**src/verilog/hubg_consts.svh**
```systemverilog
// Purpose: constants for the host serial bit-rate generator and framer
// Assumes: 125 MHz system clock, 27.12 MHz crystal rate made by enable
// Notes: register offsets are word indices, byte address is index * 4
//
// How it works
// - Rate register: exponent in bits 7..5, base divisor in 4..0, both r/w.
// - Exponent zero: bit rate is crystal rate over (divisor + 1).
// - Exponent nonzero: crystal over (divisor + 33), over 2^(exponent - 1).
// - Every character: one start, eight data, one stop bit, no parity.
// - Rate register resets to 0x7A.
// - Settings map to standard rates, e.g. 0xEB, 0x7A, 0x15.
`ifndef HUBG_CONSTS_SVH
`define HUBG_CONSTS_SVH

`define HUBG_RATE_IDX 8'h3B
`define HUBG_STAT_IDX 8'h30
`define HUBG_RATE_RESET 8'h7A

`define HUBG_EXP_MSB 7
`define HUBG_EXP_LSB 5
`define HUBG_DIV_MSB 4
`define HUBG_DIV_LSB 0

`define HUBG_ADD_ZERO 13'h0001
`define HUBG_ADD_PRE 13'h0021

`define HUBG_CLK_KHZ 17'h1E848
`define HUBG_XTAL_KHZ 17'h069F0

`define HUBG_LAST_BIT 3'h7

`define HUBG_ST_TXBUSY 0
`define HUBG_ST_RXBUSY 1
`define HUBG_ST_FRERR 2
`define HUBG_ST_OVRUN 3
`define HUBG_ST_RXAVAIL 4
`define HUBG_ST_RATE_LSB 8

`endif

```
**src/verilog/hubg_pkg.sv**
```systemverilog
// Purpose: shared types and rate arithmetic
// Assumes: constants header is on the include path
// Notes: none
`include "hubg_consts.svh"

package hubg_pkg;

    typedef enum logic [1:0] {
        FR_IDLE = 2'b00,
        FR_START = 2'b01,
        FR_DATA = 2'b10,
        FR_STOP = 2'b11
    } hubg_frame_t;

    // Crystal ticks per bit; largest setting gives 4096
    function automatic logic [12:0] rateDivisor(input logic [7:0] rate);
        logic [2:0] ex;
        logic [12:0] base;
        ex = rate[`HUBG_EXP_MSB:`HUBG_EXP_LSB];
        base = {8'h00, rate[`HUBG_DIV_MSB:`HUBG_DIV_LSB]};
        if (ex == 3'h0)
            rateDivisor = base + `HUBG_ADD_ZERO;
        else
            rateDivisor = (base + `HUBG_ADD_PRE) << (ex - 3'h1);
    endfunction

    function automatic logic [11:0] regAddr(input logic [7:0] idx);
        regAddr = {2'h0, idx, 2'h0};
    endfunction

endpackage

```
**src/verilog/hubg_xtal_tick.sv**
```systemverilog
// Purpose: one-cycle enable at the crystal rate from the system clock
// Assumes: CLK_KHZ above XTAL_KHZ
// Notes: phase jitter is one system clock, well inside a bit
`timescale 1ns/1ns
`include "hubg_consts.svh"

module hubg_xtal_tick #(
    parameter logic [16:0] CLK_KHZ = `HUBG_CLK_KHZ,
    parameter logic [16:0] XTAL_KHZ = `HUBG_XTAL_KHZ
) (
    input wire logic clk,
    input wire logic rst_n,
    output logic tick
);

    typedef struct packed {
        logic [16:0] acc;
        logic tick;
    } hubg_xt_t;

    hubg_xt_t st_r;
    hubg_xt_t st_nxt;

    always_comb
    begin
        logic [17:0] sum;
        sum = {1'b0, st_r.acc} + {1'b0, XTAL_KHZ};
        st_nxt = st_r;
        if (sum >= {1'b0, CLK_KHZ})
        begin
            st_nxt.acc = 17'(sum - {1'b0, CLK_KHZ});
            st_nxt.tick = 1'b1;
        end
        else
        begin
            st_nxt.acc = sum[16:0];
            st_nxt.tick = 1'b0;
        end
    end

    always_ff @(posedge clk or negedge rst_n)
    begin
        if (!rst_n)
            st_r <= '0;
        else
            st_r <= st_nxt;
    end

    assign tick = st_r.tick;

endmodule // hubg_xtal_tick

```
**src/verilog/hubg_fifo2.sv**
```systemverilog
// Purpose: small shift buffer, head entry drives the outputs directly
// Assumes: DEPTH of at least 2
// Notes: inRdy is registered, so it reopens one cycle after a pop
`timescale 1ns/1ns

module hubg_fifo2 #(
    parameter int W = 8,
    parameter int DEPTH = 2
) (
    input wire logic clk,
    input wire logic rst_n,
    input wire logic [W-1:0] inData,
    input wire logic inVal,
    output logic inRdy,
    output logic [W-1:0] outData,
    output logic outVal,
    input wire logic outRdy
);

    typedef struct packed {
        logic [DEPTH-1:0][W-1:0] mem;
        logic [DEPTH-1:0] vld;
        logic inRdy;
    } hubg_fifo_t;

    localparam hubg_fifo_t RST_C = '{mem: '0, vld: '0, inRdy: 1'b1};

    hubg_fifo_t st_r;
    hubg_fifo_t st_nxt;

    always_comb
    begin
        logic placed;
        placed = 1'b0;
        st_nxt = st_r;
        if (outRdy && st_r.vld[0])
        begin
            for (int i = 0; i < DEPTH - 1; i++)
            begin
                st_nxt.mem[i] = st_r.mem[i+1];
                st_nxt.vld[i] = st_r.vld[i+1];
            end
            st_nxt.vld[DEPTH-1] = 1'b0;
        end
        if (inVal && st_r.inRdy)
        begin
            for (int i = 0; i < DEPTH; i++)
            begin
                if (!placed && !st_nxt.vld[i])
                begin
                    st_nxt.mem[i] = inData;
                    st_nxt.vld[i] = 1'b1;
                    placed = 1'b1;
                end
            end
        end
        st_nxt.inRdy = !st_nxt.vld[DEPTH-1];
    end

    always_ff @(posedge clk or negedge rst_n)
    begin
        if (!rst_n)
            st_r <= RST_C;
        else
            st_r <= st_nxt;
    end

    assign inRdy = st_r.inRdy;
    assign outData = st_r.mem[0];
    assign outVal = st_r.vld[0];

endmodule // hubg_fifo2

```
**src/verilog/hubg_uart.sv**
```systemverilog
// Purpose: host serial link with programmable bit rate and APB registers
// Assumes: host keeps the bit rate at or below 1228.8 kbit/s
// Notes: received characters pass a two-entry buffer to the user side
`timescale 1ns/1ns
`include "hubg_consts.svh"

module hubg_uart #(
    parameter int RX_DEPTH = 2
) (
    input wire logic clk,
    input wire logic rst_n,
    input wire logic [11:0] paddr,
    input wire logic psel,
    input wire logic penable,
    input wire logic pwrite,
    input wire logic [31:0] pwdata,
    output logic [31:0] prdata,
    output logic pready,
    output logic pslverr,
    input wire logic [7:0] txData,
    input wire logic txValid,
    output logic txReady,
    output logic [7:0] rxData,
    output logic rxValid,
    input wire logic rxReady,
    input wire logic serialRx,
    output logic serialTx
);

    ////////////////////////////////////////////////////////////////////////
    // State

    typedef struct packed {
        logic [7:0] regRate;
        logic [7:0] activeRate;
        logic [31:0] prdata;
        logic pready;
        logic pslverr;
        hubg_pkg::hubg_frame_t txState;
        logic [7:0] txShift;
        logic [2:0] txBit;
        logic [12:0] txCnt;
        logic txLine;
        logic txReady;
        logic [2:0] rxSync;
        logic rxLevel;
        hubg_pkg::hubg_frame_t rxState;
        logic [7:0] rxShift;
        logic [2:0] rxBit;
        logic [12:0] rxCnt;
        logic pushVal;
        logic [7:0] pushData;
        logic frameErr;
        logic overrun;
    } hubg_uart_t;

    localparam hubg_uart_t RST_C = '{
        regRate: `HUBG_RATE_RESET,
        activeRate: `HUBG_RATE_RESET,
        prdata: 32'h0000_0000,
        pready: 1'b0,
        pslverr: 1'b0,
        txState: hubg_pkg::FR_IDLE,
        txShift: 8'h00,
        txBit: 3'h0,
        txCnt: 13'h0000,
        txLine: 1'b1,
        txReady: 1'b1,
        rxSync: 3'h7,
        rxLevel: 1'b1,
        rxState: hubg_pkg::FR_IDLE,
        rxShift: 8'h00,
        rxBit: 3'h0,
        rxCnt: 13'h0000,
        pushVal: 1'b0,
        pushData: 8'h00,
        frameErr: 1'b0,
        overrun: 1'b0
    };

    hubg_uart_t st_r;
    hubg_uart_t st_nxt;
    logic xtalTick;
    logic fifoInRdy;

    ////////////////////////////////////////////////////////////////////////
    // Crystal-rate enable and receive buffer

    hubg_xtal_tick u_tick (
        .clk(clk),
        .rst_n(rst_n),
        .tick(xtalTick)
    );

    hubg_fifo2 #(
        .W(8),
        .DEPTH(RX_DEPTH)
    ) u_rxbuf (
        .clk(clk),
        .rst_n(rst_n),
        .inData(st_r.pushData),
        .inVal(st_r.pushVal),
        .inRdy(fifoInRdy),
        .outData(rxData),
        .outVal(rxValid),
        .outRdy(rxReady)
    );

    ////////////////////////////////////////////////////////////////////////
    // Next state

    always_comb
    begin
        logic [12:0] div;
        logic hitRate;
        logic hitStat;
        logic txAccept;
        logic rxStart;
        logic [31:0] stat;
        div = hubg_pkg::rateDivisor(st_r.activeRate);
        hitRate = paddr == hubg_pkg::regAddr(`HUBG_RATE_IDX);
        hitStat = paddr == hubg_pkg::regAddr(`HUBG_STAT_IDX);
        txAccept = 1'b0;
        rxStart = 1'b0;
        stat = 32'h0000_0000;
        stat[`HUBG_ST_TXBUSY] = st_r.txState != hubg_pkg::FR_IDLE;
        stat[`HUBG_ST_RXBUSY] = st_r.rxState != hubg_pkg::FR_IDLE;
        stat[`HUBG_ST_FRERR] = st_r.frameErr;
        stat[`HUBG_ST_OVRUN] = st_r.overrun;
        stat[`HUBG_ST_RXAVAIL] = rxValid;
        stat[`HUBG_ST_RATE_LSB+7:`HUBG_ST_RATE_LSB] = st_r.activeRate;
        st_nxt = st_r;
        st_nxt.pushVal = 1'b0;

        // Bus: answer one cycle into the access phase
        st_nxt.pready = 1'b0;
        st_nxt.pslverr = 1'b0;
        if (psel && penable && !st_r.pready)
        begin
            st_nxt.pready = 1'b1;
            st_nxt.pslverr = !(hitRate || hitStat);
            if (hitRate)
                st_nxt.prdata = {24'h000000, st_r.regRate};
            else if (hitStat)
                st_nxt.prdata = stat;
            else
                st_nxt.prdata = 32'h0000_0000;
        end
        if (psel && penable && st_r.pready && pwrite)
        begin
            if (hitRate)
                st_nxt.regRate = pwdata[7:0];
            if (hitStat)
            begin
                // Write one to clear; a same-cycle event sets again below
                if (pwdata[`HUBG_ST_FRERR])
                    st_nxt.frameErr = 1'b0;
                if (pwdata[`HUBG_ST_OVRUN])
                    st_nxt.overrun = 1'b0;
            end
        end

        // Pin: change counts once stages two and three agree
        st_nxt.rxSync = {st_r.rxSync[1:0], serialRx};
        if (st_r.rxSync[1] == st_r.rxSync[2])
            st_nxt.rxLevel = st_r.rxSync[2];

        ////////////////////////////////////////////////////////////////////
        // Transmitter

        unique case (st_r.txState)
            hubg_pkg::FR_IDLE:
            begin
                if (txValid && st_r.txReady)
                begin
                    txAccept = 1'b1;
                    st_nxt.txShift = txData;
                    st_nxt.txLine = 1'b0;
                    st_nxt.txReady = 1'b0;
                    st_nxt.txCnt = div - 13'h0001;
                    st_nxt.txState = hubg_pkg::FR_START;
                end
            end
            hubg_pkg::FR_START:
            begin
                if (xtalTick && st_r.txCnt == 13'h0000)
                begin
                    st_nxt.txLine = st_r.txShift[0];
                    st_nxt.txBit = 3'h0;
                    st_nxt.txCnt = div - 13'h0001;
                    st_nxt.txState = hubg_pkg::FR_DATA;
                end
                else if (xtalTick)
                    st_nxt.txCnt = st_r.txCnt - 13'h0001;
            end
            hubg_pkg::FR_DATA:
            begin
                if (xtalTick && st_r.txCnt == 13'h0000)
                begin
                    st_nxt.txCnt = div - 13'h0001;
                    if (st_r.txBit == `HUBG_LAST_BIT)
                    begin
                        st_nxt.txLine = 1'b1;
                        st_nxt.txState = hubg_pkg::FR_STOP;
                    end
                    else
                    begin
                        st_nxt.txShift = {1'b0, st_r.txShift[7:1]};
                        st_nxt.txLine = st_r.txShift[1];
                        st_nxt.txBit = st_r.txBit + 3'h1;
                    end
                end
                else if (xtalTick)
                    st_nxt.txCnt = st_r.txCnt - 13'h0001;
            end
            hubg_pkg::FR_STOP:
            begin
                if (xtalTick && st_r.txCnt == 13'h0000)
                begin
                    st_nxt.txReady = 1'b1;
                    st_nxt.txState = hubg_pkg::FR_IDLE;
                end
                else if (xtalTick)
                    st_nxt.txCnt = st_r.txCnt - 13'h0001;
            end
        endcase

        ////////////////////////////////////////////////////////////////////
        // Receiver, samples at mid-bit

        unique case (st_r.rxState)
            hubg_pkg::FR_IDLE:
            begin
                if (!st_r.rxLevel)
                begin
                    rxStart = 1'b1;
                    st_nxt.rxCnt = div >> 1;
                    st_nxt.rxState = hubg_pkg::FR_START;
                end
            end
            hubg_pkg::FR_START:
            begin
                if (xtalTick && st_r.rxCnt == 13'h0000)
                begin
                    // Glitch shorter than half a bit is dropped
                    st_nxt.rxState = st_r.rxLevel ? hubg_pkg::FR_IDLE
                                                  : hubg_pkg::FR_DATA;
                    st_nxt.rxBit = 3'h0;
                    st_nxt.rxCnt = div - 13'h0001;
                end
                else if (xtalTick)
                    st_nxt.rxCnt = st_r.rxCnt - 13'h0001;
            end
            hubg_pkg::FR_DATA:
            begin
                if (xtalTick && st_r.rxCnt == 13'h0000)
                begin
                    st_nxt.rxShift = {st_r.rxLevel, st_r.rxShift[7:1]};
                    st_nxt.rxCnt = div - 13'h0001;
                    st_nxt.rxBit = st_r.rxBit + 3'h1;
                    if (st_r.rxBit == `HUBG_LAST_BIT)
                        st_nxt.rxState = hubg_pkg::FR_STOP;
                end
                else if (xtalTick)
                    st_nxt.rxCnt = st_r.rxCnt - 13'h0001;
            end
            hubg_pkg::FR_STOP:
            begin
                if (xtalTick && st_r.rxCnt == 13'h0000)
                begin
                    st_nxt.rxState = hubg_pkg::FR_IDLE;
                    if (!st_r.rxLevel)
                        st_nxt.frameErr = 1'b1;
                    else if (fifoInRdy)
                    begin
                        st_nxt.pushVal = 1'b1;
                        st_nxt.pushData = st_r.rxShift;
                    end
                    else
                        st_nxt.overrun = 1'b1;
                end
                else if (xtalTick)
                    st_nxt.rxCnt = st_r.rxCnt - 13'h0001;
            end
        endcase

        // Rate swaps only with both directions idle
        if (st_r.txState == hubg_pkg::FR_IDLE && !txAccept
            && st_r.rxState == hubg_pkg::FR_IDLE && !rxStart)
            st_nxt.activeRate = st_r.regRate;
    end

    ////////////////////////////////////////////////////////////////////////
    // Registers

    always_ff @(posedge clk or negedge rst_n)
    begin
        if (!rst_n)
            st_r <= RST_C;
        else
            st_r <= st_nxt;
    end

    assign prdata = st_r.prdata;
    assign pready = st_r.pready;
    assign pslverr = st_r.pslverr;
    assign txReady = st_r.txReady;
    assign serialTx = st_r.txLine;

endmodule // hubg_uart

```
**config.mk**
```make
export PLATFORM = sky130hd
export DESIGN_NAME = hubg_uart
export DESIGN_NICKNAME = d
export VERILOG_FILES = /design/src/verilog/hubg_pkg.sv /design/src/verilog/hubg_xtal_tick.sv /design/src/verilog/hubg_fifo2.sv /design/src/verilog/hubg_uart.sv
export VERILOG_INCLUDE_DIRS = /design/src /design/src/verilog
export SDC_FILE = /design/constraint.sdc
export NUM_CORES = 1
export LEC_CHECK = 0
export BUFFER_PORTS_ARGS = -buffer_cell sky130_fd_sc_hd__buf_2
export CAP_MARGIN = 20
export CORE_UTILIZATION = 24
export CTS_CLUSTER_DIAMETER = 80
export CTS_CLUSTER_SIZE = 10
export DETAILED_ROUTE_END_ITERATION = 7
export PLACE_DENSITY = 0.46
export SLEW_MARGIN = 10
export SYNTH_ARGS = -nofsm -noshare
export SYNTH_HDL_FRONTEND = slang
export SYNTH_SLANG_ARGS = --single-unit
```
**constraint.sdc**
```tcl
create_clock -name clk -period 3.35 [get_ports clk]
set_clock_uncertainty 0.1 [all_clocks]
set_input_delay 0.67 -clock clk [delete_from_list [all_inputs] [get_ports clk]]
set_output_delay 0.67 -clock clk [all_outputs]
set_load 0.02 [all_outputs]
```
# Yosys cells after proc, flatten, opt, wreduce, memory -nomap -nowiden
# Cells that the tools add are included.
# classes
n_lt_le_gt_ge	1
n_shift	1
muxes	61
addsub	10
eq_ne	24
n_reduce_logical	48
# op_table
operator	n
$mux 13	10
$pmux 13 s3	2
$sub 13x1->13 const B	3
$mux 11	3
$mux 16	2
$mux 10	3
$logic_not 13->1	2
$ne 2x2->1 const B	13
$eq 12x8->1 const B	2
$mux 2	11
$add 17x15->18 const B	1
$ge 18x17->1 const B	1
$mux 18	1
$mux 9	2
$sub 17x17->17 const B	1
$mux 1	16
$pmux 2 s4	2
$pmux 8 s2	1
$reduce_and 4->1	4
$mux 15	1
$logic_and 1x1->1	13
$shl 7x3->13	1
$pmux 3 s2	2
$reduce_bool 2->1	6
21 further kinds	42
# totals
out_inout_bits	45
in_bits	60
wordCells	172
ff_bits	140

# Logic depth before layout (Yosys ltp)
# Gate-level depths: netlist of run 1.
# depth
ltp_word	9
ltp_mapped	16
depth_no_buf	12

# By module
# Synthesis of run 1 repeated with hierarchy kept, for this count alone.
# hier_totals
cells_unflattened	914
hier_area_um2	8685.8
# by_module_without_submodules
mod	seq_area_each_um2	n_inst	area_per_inst_um2	cells_each
hubg_uart	2597.5	1	6432.4	705
hubg_xtal_tick	375.4	1	1328.8	145
hubg_fifo2	476.7	1	924.6	64

# Worst setup path before layout of run 1
# Ideal clock, no wire load.
# synth_timing
kind	register to register
startpoint	register st_r[108] (netlist bit)
endpoint	register st_r[21] (netlist bit)
period_less_slack_ns	3.109
arrival_ns	2.884
setup_slack_ns	0.241
path_stages_with_launch	15
setup_time_ns	0.125
required_time_ns	3.125
path_buffers	5
cell_sequence	dfstp_2 > buf_6 > buf_6 > inv_2 > ha_1 > buf_4 > clkbuf_1 > o21ai_0 > a2bb2oi_2 > ha_1 > nor4b_2 > and2_1 > buf_4 > a221oi_2 > nor3_2
# synth_between
elab_chain_len	6
word_cells_on_any_way	8
classes_between	2 x add/sub; 1 x shift; 4 x mux; 1 x reduce/logical
# synth_lines
item	line	text
start, declared	hubg_uart.sv:81	hubg_uart_t st_r;
start signal, assigned	hubg_uart.sv:301	st_r <= st_nxt;
$sub 3x1->3	hubg_pkg.sv:24	rateDivisor = (base + `HUBG_ADD_PRE) << (ex - 3'h1);
$shl 7x3->13	hubg_pkg.sv:24	
$mux 13 (*)	hubg_pkg.sv:21	if (ex == 3'h0)
$sub 13x1->13	hubg_uart.sv:249, hubg_uart.sv:259	
$mux 13	hubg_uart.sv:243	if (xtalTick && st_r.rxCnt == 13'h0000)
$pmux 13 s3 (*)	hubg_uart.sv:231	unique case (st_r.rxState)
# Mark *: on every way between the ends. The rest lies on a longest branch, timed or not. The select of a mux whose other input is x is not followed.
# A chain may end at the register's enable or synchronous reset.

# Final worst setup path of run 1
# layout_timing
startpoint	register st_r[108] (netlist bit)
endpoint	register st_r[17] (netlist bit)
# The elaborated chain is that of the path after synthesis.

==> summary.txt, run 1 <==
Status
  • Outcome: completed

Drt
  • WL/cell: 14.06 um
  • Total Wirelength: 20.09 mm
  • DR vias: 6,611
  • Antenna viol nets, final: 0
  • Initial DRC count: 298
  • Vias per cell: 4.626
  • TritonRoute pass-1 iters: 4
  • DRC violations left: 0

Critical path
  • R2R depth: 9
  • Largest stage delay, worst path: 0.54 ns
  • Worst R2R End: st_r[17]
  • Critical register-to-register path startpoint: st_r[108]
  • Startpoint class of the critical path: register
  • Kind of critical path: reg -> reg
  • CP max stage cell: dfstp_2
  • Crit path max fanout: 7
  • Worst R2R Setup Slack: 0.21 ns
  • CP Capture Type: register
  • CP cell instances: inv_2 -> ha_1 -> xor2_1 -> nand2_1 -> o32ai_1 -> nor2_1 -> a31oi_1 -> o21ai_1 -> a21oi_1
  • Required @ worst endpoint: 3.61 ns
  • WP data arrival: 3.40 ns

Power
  • Leak: 4.405 nW
  • PwrDens: 360.2 nW/um2
  • Peak VDD IR: 300.4 uV

Global route
  • Initial antenna violation count: 0
  • Met2 usage: 0.1929
  • All-Layer GR Usage: 0.1163
  • GR Layer Usage met3: 0.02038
  • GRT Max-Usage Layer: met2
  • Vias in the first global route: 6,577
  • Grt total ovfl: 0
  • Largest net degree at the start of global routing: 79
  • Global-route wire length before repair: 33.88 mm
  • M1 GR Usage: 0.1507

Clock tree
  • CTS tree: yes
  • Clk Latency, worst-skew pair: 0.43 ns
  • CTS sink cnt: 137
  • CTS Buf Count: 17
  • Clk slew on worst S/H paths: 0.07 ns
  • Clock buffer depth: 2
  • Root buffer cell: clkbuf_16
  • H-tree depth: 4

Logic synthesis
  • Ys async rst share: 1.000
  • Yosys Warn Count: 0
  • Seq cells post-synth: 137
  • Syn Std Cell Area: 8618 um2
  • Syn Inst Count: 907
  • Post-synth EDFFs: 0
  • Post-Syn Area per Cell: 9.502 um2
  • Ys flop type: dfrtp_1
  • Register area share after synthesis: 0.4003
  • Unique masters post-synth: 94

Worst hold path
  • Hold Crit Class: in -> reg
  • Hold path start: serialRx
  • Worst-case hold path end point: st_nxt[39]
  • Hold Path Stages: 1

Die
  • Initial core utilization: 0.2429
  • IO Count: 105
  • Rows: 69
  • Core region area: 35,480 um2
  • Die area: 36,670 um2
  • Die H: 191.5 um
  • Die width: 191.5 um

Timing
  • Slew HR: 0.4548
  • Crit share post-route: 0.9386
  • Fin. max-slew vios: 0
  • Crit path time final: 3.144 ns
  • Final setup margin: 0.2055 ns
  • Min Hold Slack: 0.2385 ns
  • Setup violators final: 0
  • Final hold viol count: 0
  • RSZ-0062 raised after global routing: false
  • Fmax: 318.0 MHz
  • Final setup TNS: 0 ns
  • Slew @ Worst Pin: 0.8178 ns

Final layout
  • Diode count: 0
  • Share of layout cells above drive strength 1: 0.2397
  • Nets@finish: 1,041
  • Fillcell total: 3,733
  • Layout area overhead: 14.46%
  • Finished Layout Cells: 1,429

Run
  • MaxCap Viol Count: 0

Place
  • I/O Buffers: 64
  • Placed cell count: 1,396
  • Placed wire-length estimate: 14.82 mm
  • Routability congestion estimate: 0.8208
  • Setup slack at placement: 0.07329 ns
## timing repair
action / in CTS / in global routing
setup buffers: 0 / 0
hold buffers: 1 / 0
hold endpoints to repair: 17 / 0
setup endpoints to repair: 0 / 16
gates resized for setup: 0 / 6
## critical path: cells and delay by family (launching register included)
family                     cells  cell delay [ns]
AOI/OAI and AO/OA              4             1.16
xor gates and xnor gates       1             0.51
adders and majority gates      1             0.30
buffers and inverters          1             0.06
DFF                            1             0.54
and+or+nand+nor                2             0.41
## layout make-up
class	count	area (um2)	share of cell area
multi-input cells	674	4592	0.4655
flip-flops and latches	137	3450	0.3497
repair buffers	96	581.8	0.05898
well taps	461	576.8	0.05847
clock buffers	18	429.2	0.04351
clock inverters	14	126.4	0.01281
inverters	29	108.9	0.01103
## synthesized netlist by cell type, drive strengths merged (9+ instances only)
master / number / area share
ha: 26 / 0.038
a21oi: 44 / 0.026
buf: 68 / 0.059
xnor2: 28 / 0.029
mux2: 39 / 0.051
nor3: 23 / 0.017
o31ai: 11 / 0.011
o21ai: 80 / 0.048
nor2: 47 / 0.022
dfstp: 17 / 0.052
nor2b: 9 / 0.0065
nand2b: 16 / 0.012
nand2: 116 / 0.051
dfrtp: 120 / 0.35
a22o: 11 / 0.011
clkbuf: 14 / 0.0062
mux2i: 20 / 0.023
o22ai: 10 / 0.0073
inv: 29 / 0.013
xor2: 15 / 0.015
nand3: 25 / 0.016
## metal layers
layer | share of wire | vias to the layer above
met3 | 0.022 | 23
met1 | 0.48 | 3203
li1 | - | 3307
met5 | 0 | -
met2 | 0.48 | 78
met4 | 0.019 | 0
## cells by family after synthesis
family                     count (synthesis)  share of synthesized area
adders and majority gates                 27                    0.03891
buffers and inverters                    111                    0.07767
other                                      1                  0.0004351
DFF                                      137                     0.4003
xor gates and xnor gates                  43                    0.04457
muxes                                     59                    0.07419
AOI/OAI and AO/OA                        231                     0.1780
and+or+nand+nor                          298                     0.1860
## power by group
part | total (mW) | internal [mW] | leakage [nW] | switching (mW)
combinational | 0.0968 | 0.0268 | 2.38 | 0.0700
sequential | 1.67 | 1.66 | 1.76 | 0.00714
clock | 1.79 | 0.975 | 0.268 | 0.811
## state kept, by name, summed over array words and instances, names as in the netlist, 2 cells and up
register	cells
st_r	81
st_nxt	2
u_tick.st_r	14
u_rxbuf.outData	8
u_rxbuf.st_r	9
prdata	16
## cell usage in the layout, fill, tap and decap left out, types with 5 or more instances in the layout
cell,synthesis,routed
dfrtp_1,120,120
nand2_1,114,114
o21ai_0,69,69
buf_2,12,63
nor2_1,43,43
a21oi_1,42,42
mux2_2,39,39
buf_4,47,30
inv_1,27,27
xnor2_1,27,27
ha_1,26,25
nand3_1,22,22
mux2i_1,20,20
nor3_1,19,19
clkbuf_16,0,17
dfstp_2,17,17
nand2b_1,16,16
conb_1,1,16
xor2_1,15,15
a22o_1,11,11
o22ai_1,10,10
nor2b_1,9,9
o31ai_1,10,9
a31oi_1,8,8
o21ai_1,8,8
inv_6,0,8
or3_1,7,7
nand4_1,7,7
a21o_1,6,6
o21a_1,6,6
and3_1,6,6
nand3b_1,5,5
and2_1,6,5
a22oi_1,5,5
## how the worst max path moves through the flow
| stage | start | to | slack (ns) | cells past startpoint |
|---|---|---|---|---|
| 2_1_floorplan | st_r[108] | st_r[21] | 0.24 | 14 |
| 3_3_place_gp | st_r[108] | st_r[53] | 0.09 | 11 |
| 3_5_place_dp | st_r[108] | st_r[53] | 0.07 | 10 |
| 4_1_cts | st_r[108] | st_r[53] | 0.05 | 11 |
| 5_1_grt | st_r[109] | st_r[54] | 0.01 | 10 |
| 6_report | st_r[108] | st_r[17] | 0.21 | 9 |
## metrics by stage
stage	total power, mW	utilization	cell area (um2)
2_1_floorplan	1.746	-	8675
3_3_place_gp	1.800	0.2610	9263
3_5_place_dp	1.800	0.2610	9263
4_1_cts	3.632	0.2770	9828
5_1_grt	3.709	0.2780	9864
6_report	3.553	0.2780	9864
Note: power is estimated with default switching activity, not from simulation.
==> inputs of run 2 (changes only) <==
Settings changed: SYNTH_HIERARCHICAL from default to 1.
==> run 2 against run 1 <==
  * Global-route usage up 0.61 points
  * Power is 24% higher
  * Combinational power increased to 7.0 times the previous value
  * Flip-flop and latch count unchanged
  * Count of clock-buffer cells in the layout is the same
  * Non-clock buffer count up 36
  * First-iteration DRC count grew 6.7%
  * Routed wire length grew 7.2%
  * Via count increased by 5.2%
  * Largest power group unchanged
  * Highest routed layer unchanged
==> summary.txt, run 2 <==
Status
  • Outcome: completed (unchanged)

Global route
  • Largest net degree at the start of global routing: 62 (was 79)
  • All-Layer GR Usage: 0.1224 (was 0.1163)
  • Grt total ovfl: 0 (unchanged)
  • Initial antenna violation count: 0 (unchanged)
  • Global-route wire length before repair: 35.99 mm (was 33.88 mm)
  • Vias in the first global route: 6,895 (was 6,577)

Power
  • Sw Ratio: 0.3091 (was 0.2498)
  • Sequential Power Share: 0.411 (was 0.470)
  • Comb power frac: 0.153 (was 0.027)
  • PwrDens: 426.2 nW/um2 (was 360.2 nW/um2)
  • Cell Int Power: 3.052 mW (was 2.665 mW)
  • Leak: 4.673 nW (was 4.405 nW)
  • PnR Total Power: 4.417 mW (was 3.553 mW)
  • Switching Power: 1.365 mW (was 0.8876 mW)
  • Clock share of power: 0.436 (was 0.503)
  • Peak VDD IR: 385.2 uV (was 300.4 uV)

Critical path
  • WP data arrival: 3.41 ns (was 3.40 ns)
  • Crit path max fanout: 4 (was 7)
  • Startpoint class of the critical path: register (unchanged)
  • Kind of critical path: reg -> reg (unchanged)
  • CP Capture Type: register (unchanged)
  • Required @ worst endpoint: 3.59 ns (was 3.61 ns)

Final layout
  • Most common cell after layout, fill and taps aside: dfrtp_1 (unchanged)
  • Most frequent cells in the layout: dfrtp_1 (120), nand2_1 (106), buf_4 (67) (was dfrtp_1 (120), nand2_1 (114), o21ai_0 (69))
  • Nets@finish: 1,090 (was 1,041)
  • Finished Layout Cells: 1,478 (was 1,429)
  • Sequential cell area: 3450 um2 (unchanged)
  • Area of the multi-input gates: 4747 um2 (was 4592 um2)
  • Share of layout cells above drive strength 1: 0.2773 (was 0.2397)
  • Fillcell total: 3,784 (was 3,733)
  • Max reg flops: 81 (unchanged)
  • Diode count: 0 (unchanged)
  • Layout area overhead: 19.33% (was 14.46%)
  • Biggest register: st_r (unchanged)
  • Final core occ: 0.2914 (was 0.2780)

Die
  • Initial core utilization: 0.2442 (was 0.2429)
  • Die H: 192.2 um (was 191.5 um)
  • Die width: 192.2 um (was 191.5 um)
  • IO Count: 105 (unchanged)
  • Die area: 36,960 um2 (was 36,670 um2)
  • Core region area: 35,570 um2 (was 35,480 um2)
  • Rows: 69 (unchanged)

Timing
  • Crit share post-route: 0.9457 (was 0.9386)
  • Min Hold Slack: 0.1380 ns (was 0.2385 ns)
  • Setup violators final: 0 (unchanged)
  • Final setup margin: 0.1817 ns (was 0.2055 ns)
  • Crit path time final: 3.168 ns (was 3.144 ns)
  • Final hold viol count: 0 (unchanged)
  • Fmax: 315.6 MHz (was 318.0 MHz)
  • Fin. max-slew vios: 0 (unchanged)
  • Slew HR: 0.4930 (was 0.4548)
  • Slew @ Worst Pin: 0.7499 ns (was 0.8178 ns)

Clock tree
  • H-tree depth: 4 (unchanged)
  • CTS sink cnt: 137 (unchanged)
  • CTS tree: yes (unchanged)
  • Clk Latency, worst-skew pair: 0.43 ns (about the same)
  • Clock buffer depth: 2 (unchanged)
  • Clk slew on worst S/H paths: 0.07 ns (about the same)
  • Root buffer cell: clkbuf_16 (unchanged)
  • CTS Buf Count: 17 (unchanged)

Place
  • Placed cell count: 1,442 (was 1,396)
  • Placed wire-length estimate: 15.75 mm (was 14.82 mm)
  • Setup slack at placement: -0.06117 ns (was 0.07329 ns)
  • Routability congestion estimate: 0.8015 (was 0.8208)
  • I/O Buffers: 64 (unchanged)

Drt
  • TritonRoute pass-1 iters: 5 (was 4)
  • DRC violations left: 0 (unchanged)
  • DR vias: 6,955 (was 6,611)
  • Vias per cell: 4.706 (was 4.626)
  • Initial DRC count: 318 (was 298)
  • Antenna viol nets, final: 0 (unchanged)
  • Total Wirelength: 21.53 mm (was 20.09 mm)
  • WL/cell: 14.56 um (was 14.06 um)

Logic synthesis
  • Yosys Warn Count: 6 (was 0)
  • Most common cell in the netlist: dfrtp_1 (unchanged)
  • Yosys top cell area share: 0.3457 (was 0.3484)
  • Syn Inst Count: 914 (was 907)
  • Post-synth top cells: dfrtp_1 (120), nand2_1 (106), o21ai_0 (60) (was dfrtp_1 (120), nand2_1 (114), o21ai_0 (69))
  • Seq cells post-synth: 137 (unchanged)
  • Unique masters post-synth: 92 (was 94)
  • Ys flop type: dfrtp_1 (unchanged)
  • Register area share after synthesis: 0.3971 (was 0.4003)
  • Synth area leaders: dfrtp_1 (35%), mux2_2 (5.4%), dfstp_2 (5.1%) (was dfrtp_1 (35%), dfstp_2 (5.2%), mux2_2 (5.1%))
  • Ys async rst share: 1.000 (unchanged)
  • Area leader, netlist: dfrtp_1 (unchanged)
  • Post-synth EDFFs: 0 (unchanged)
  • Syn Std Cell Area: 8686 um2 (was 8618 um2)
  • Post-Syn Area per Cell: 9.503 um2 (was 9.502 um2)

Worst hold path
  • Hold Crit Class: in -> async (was in -> reg)

Run
  • MaxCap Viol Count: 0 (unchanged)
[run 2: changes by cell type after synthesis, sizes merged, moves of 5 or more]
cell and change:
mux2 +11, nor3 +6, o31ai -8, buf -11, xnor2 +7, clkbuf +5, mux2i -10, nand2 -8
o21ai -19, nand2b -10, nor2 +10, o22ai -5, inv +9, a22o +9
[run 2: logic make-up (layout without fill, tap and decap cells)]
logic type | Yosys count | count (layout) | synth area share
other | 1 | 16 | 0.0004317
XOR/XNOR | 46 | 46 | 0.04725
flip-flops | 137 | 137 | 0.3971
adder cells (fa/ha/maj) | 27 | 27 | 0.03861
buffers and inverters | 115 | 203 | 0.07664
AO/OA/AOI/OAI | 229 | 229 | 0.1858
multiplexers | 61 | 61 | 0.08240
AND/OR/NAND/NOR | 298 | 298 | 0.1717
[run 2: power by group through the flow]
stage | clock, mW | combinational (mW) | sequential, mW
after floorplan | 0 | 0.502 | 1.83
after global placement | 0 | 0.675 | 1.84
after detailed placement | 0 | 0.676 | 1.85
after CTS | 1.99 | 0.681 | 1.82
after global routing | 2.07 | 0.768 | 1.83
final | 1.93 | 0.676 | 1.82
[run 2: cell type report]
type	instances	share of cell area
multi-input cells	677	0.4580
flip-flops and latches	137	0.3328
inverters	39	0.01412
well taps	461	0.05565
clock buffers	18	0.04237
clock inverters	14	0.01509
repair buffers	132	0.08197
[run 2: per-layer routing]
layer,share of wire,up-vias,global-route usage
met4,0.012,0,0.03604
met2,0.44,130,0.1872
met3,0.040,20,0.02741
met5,0,-,0
li1,-,3431,-
met1,0.51,3374,0.1704
[run 2: critical path: stages (launching register included)]
cell,delay (ns)
dfstp_2,0.56
ha_1,0.19
nand3_2,0.10
xnor2_1,0.16
mux4_2,0.55
o21ba_2,0.27
nor4_4,0.34
buf_4,0.17
and4_1,0.18
a31oi_1,0.10
a22o_1,0.27
o311ai_4,0.08
[run 2: final timing paths]
path | startpoint | endpoint | cells past startpoint | slack, ns
hold reg to reg | st_nxt[40] | st_r[40] | 0 | 0.27
setup reg to reg | st_r[104] | st_r[55] | 11 | 0.18
setup / recovery | st_r[104] | st_r[55] | 11 | 0.18
min in group clk | serialRx | st_nxt[39] | 1 | 0.25
max in group asynchronous | rst_n | st_r[109] | 2 | 2.14
hold / removal | rst_n | st_r[22] | 1 | 0.14
[run 2: repair_timing]
item | 4_1_cts | 5_1_grt
setup endpoints to repair | 1 | 17
pin swaps | 0 | 7
buffers inserted | 0 | 5
hold buffers | 0 | 0
gates resized for setup | 2 | 22
cloned | 0 | 0
[run 2: per-stage QoR]
step	TNS [ns]	cell area, um2
final	0	10360
after global routing	-0.01073	10360
after CTS	0	10230
after detailed placement	-0.06117	9625
after global placement	-0.1429	9625
after floorplan	0	8752
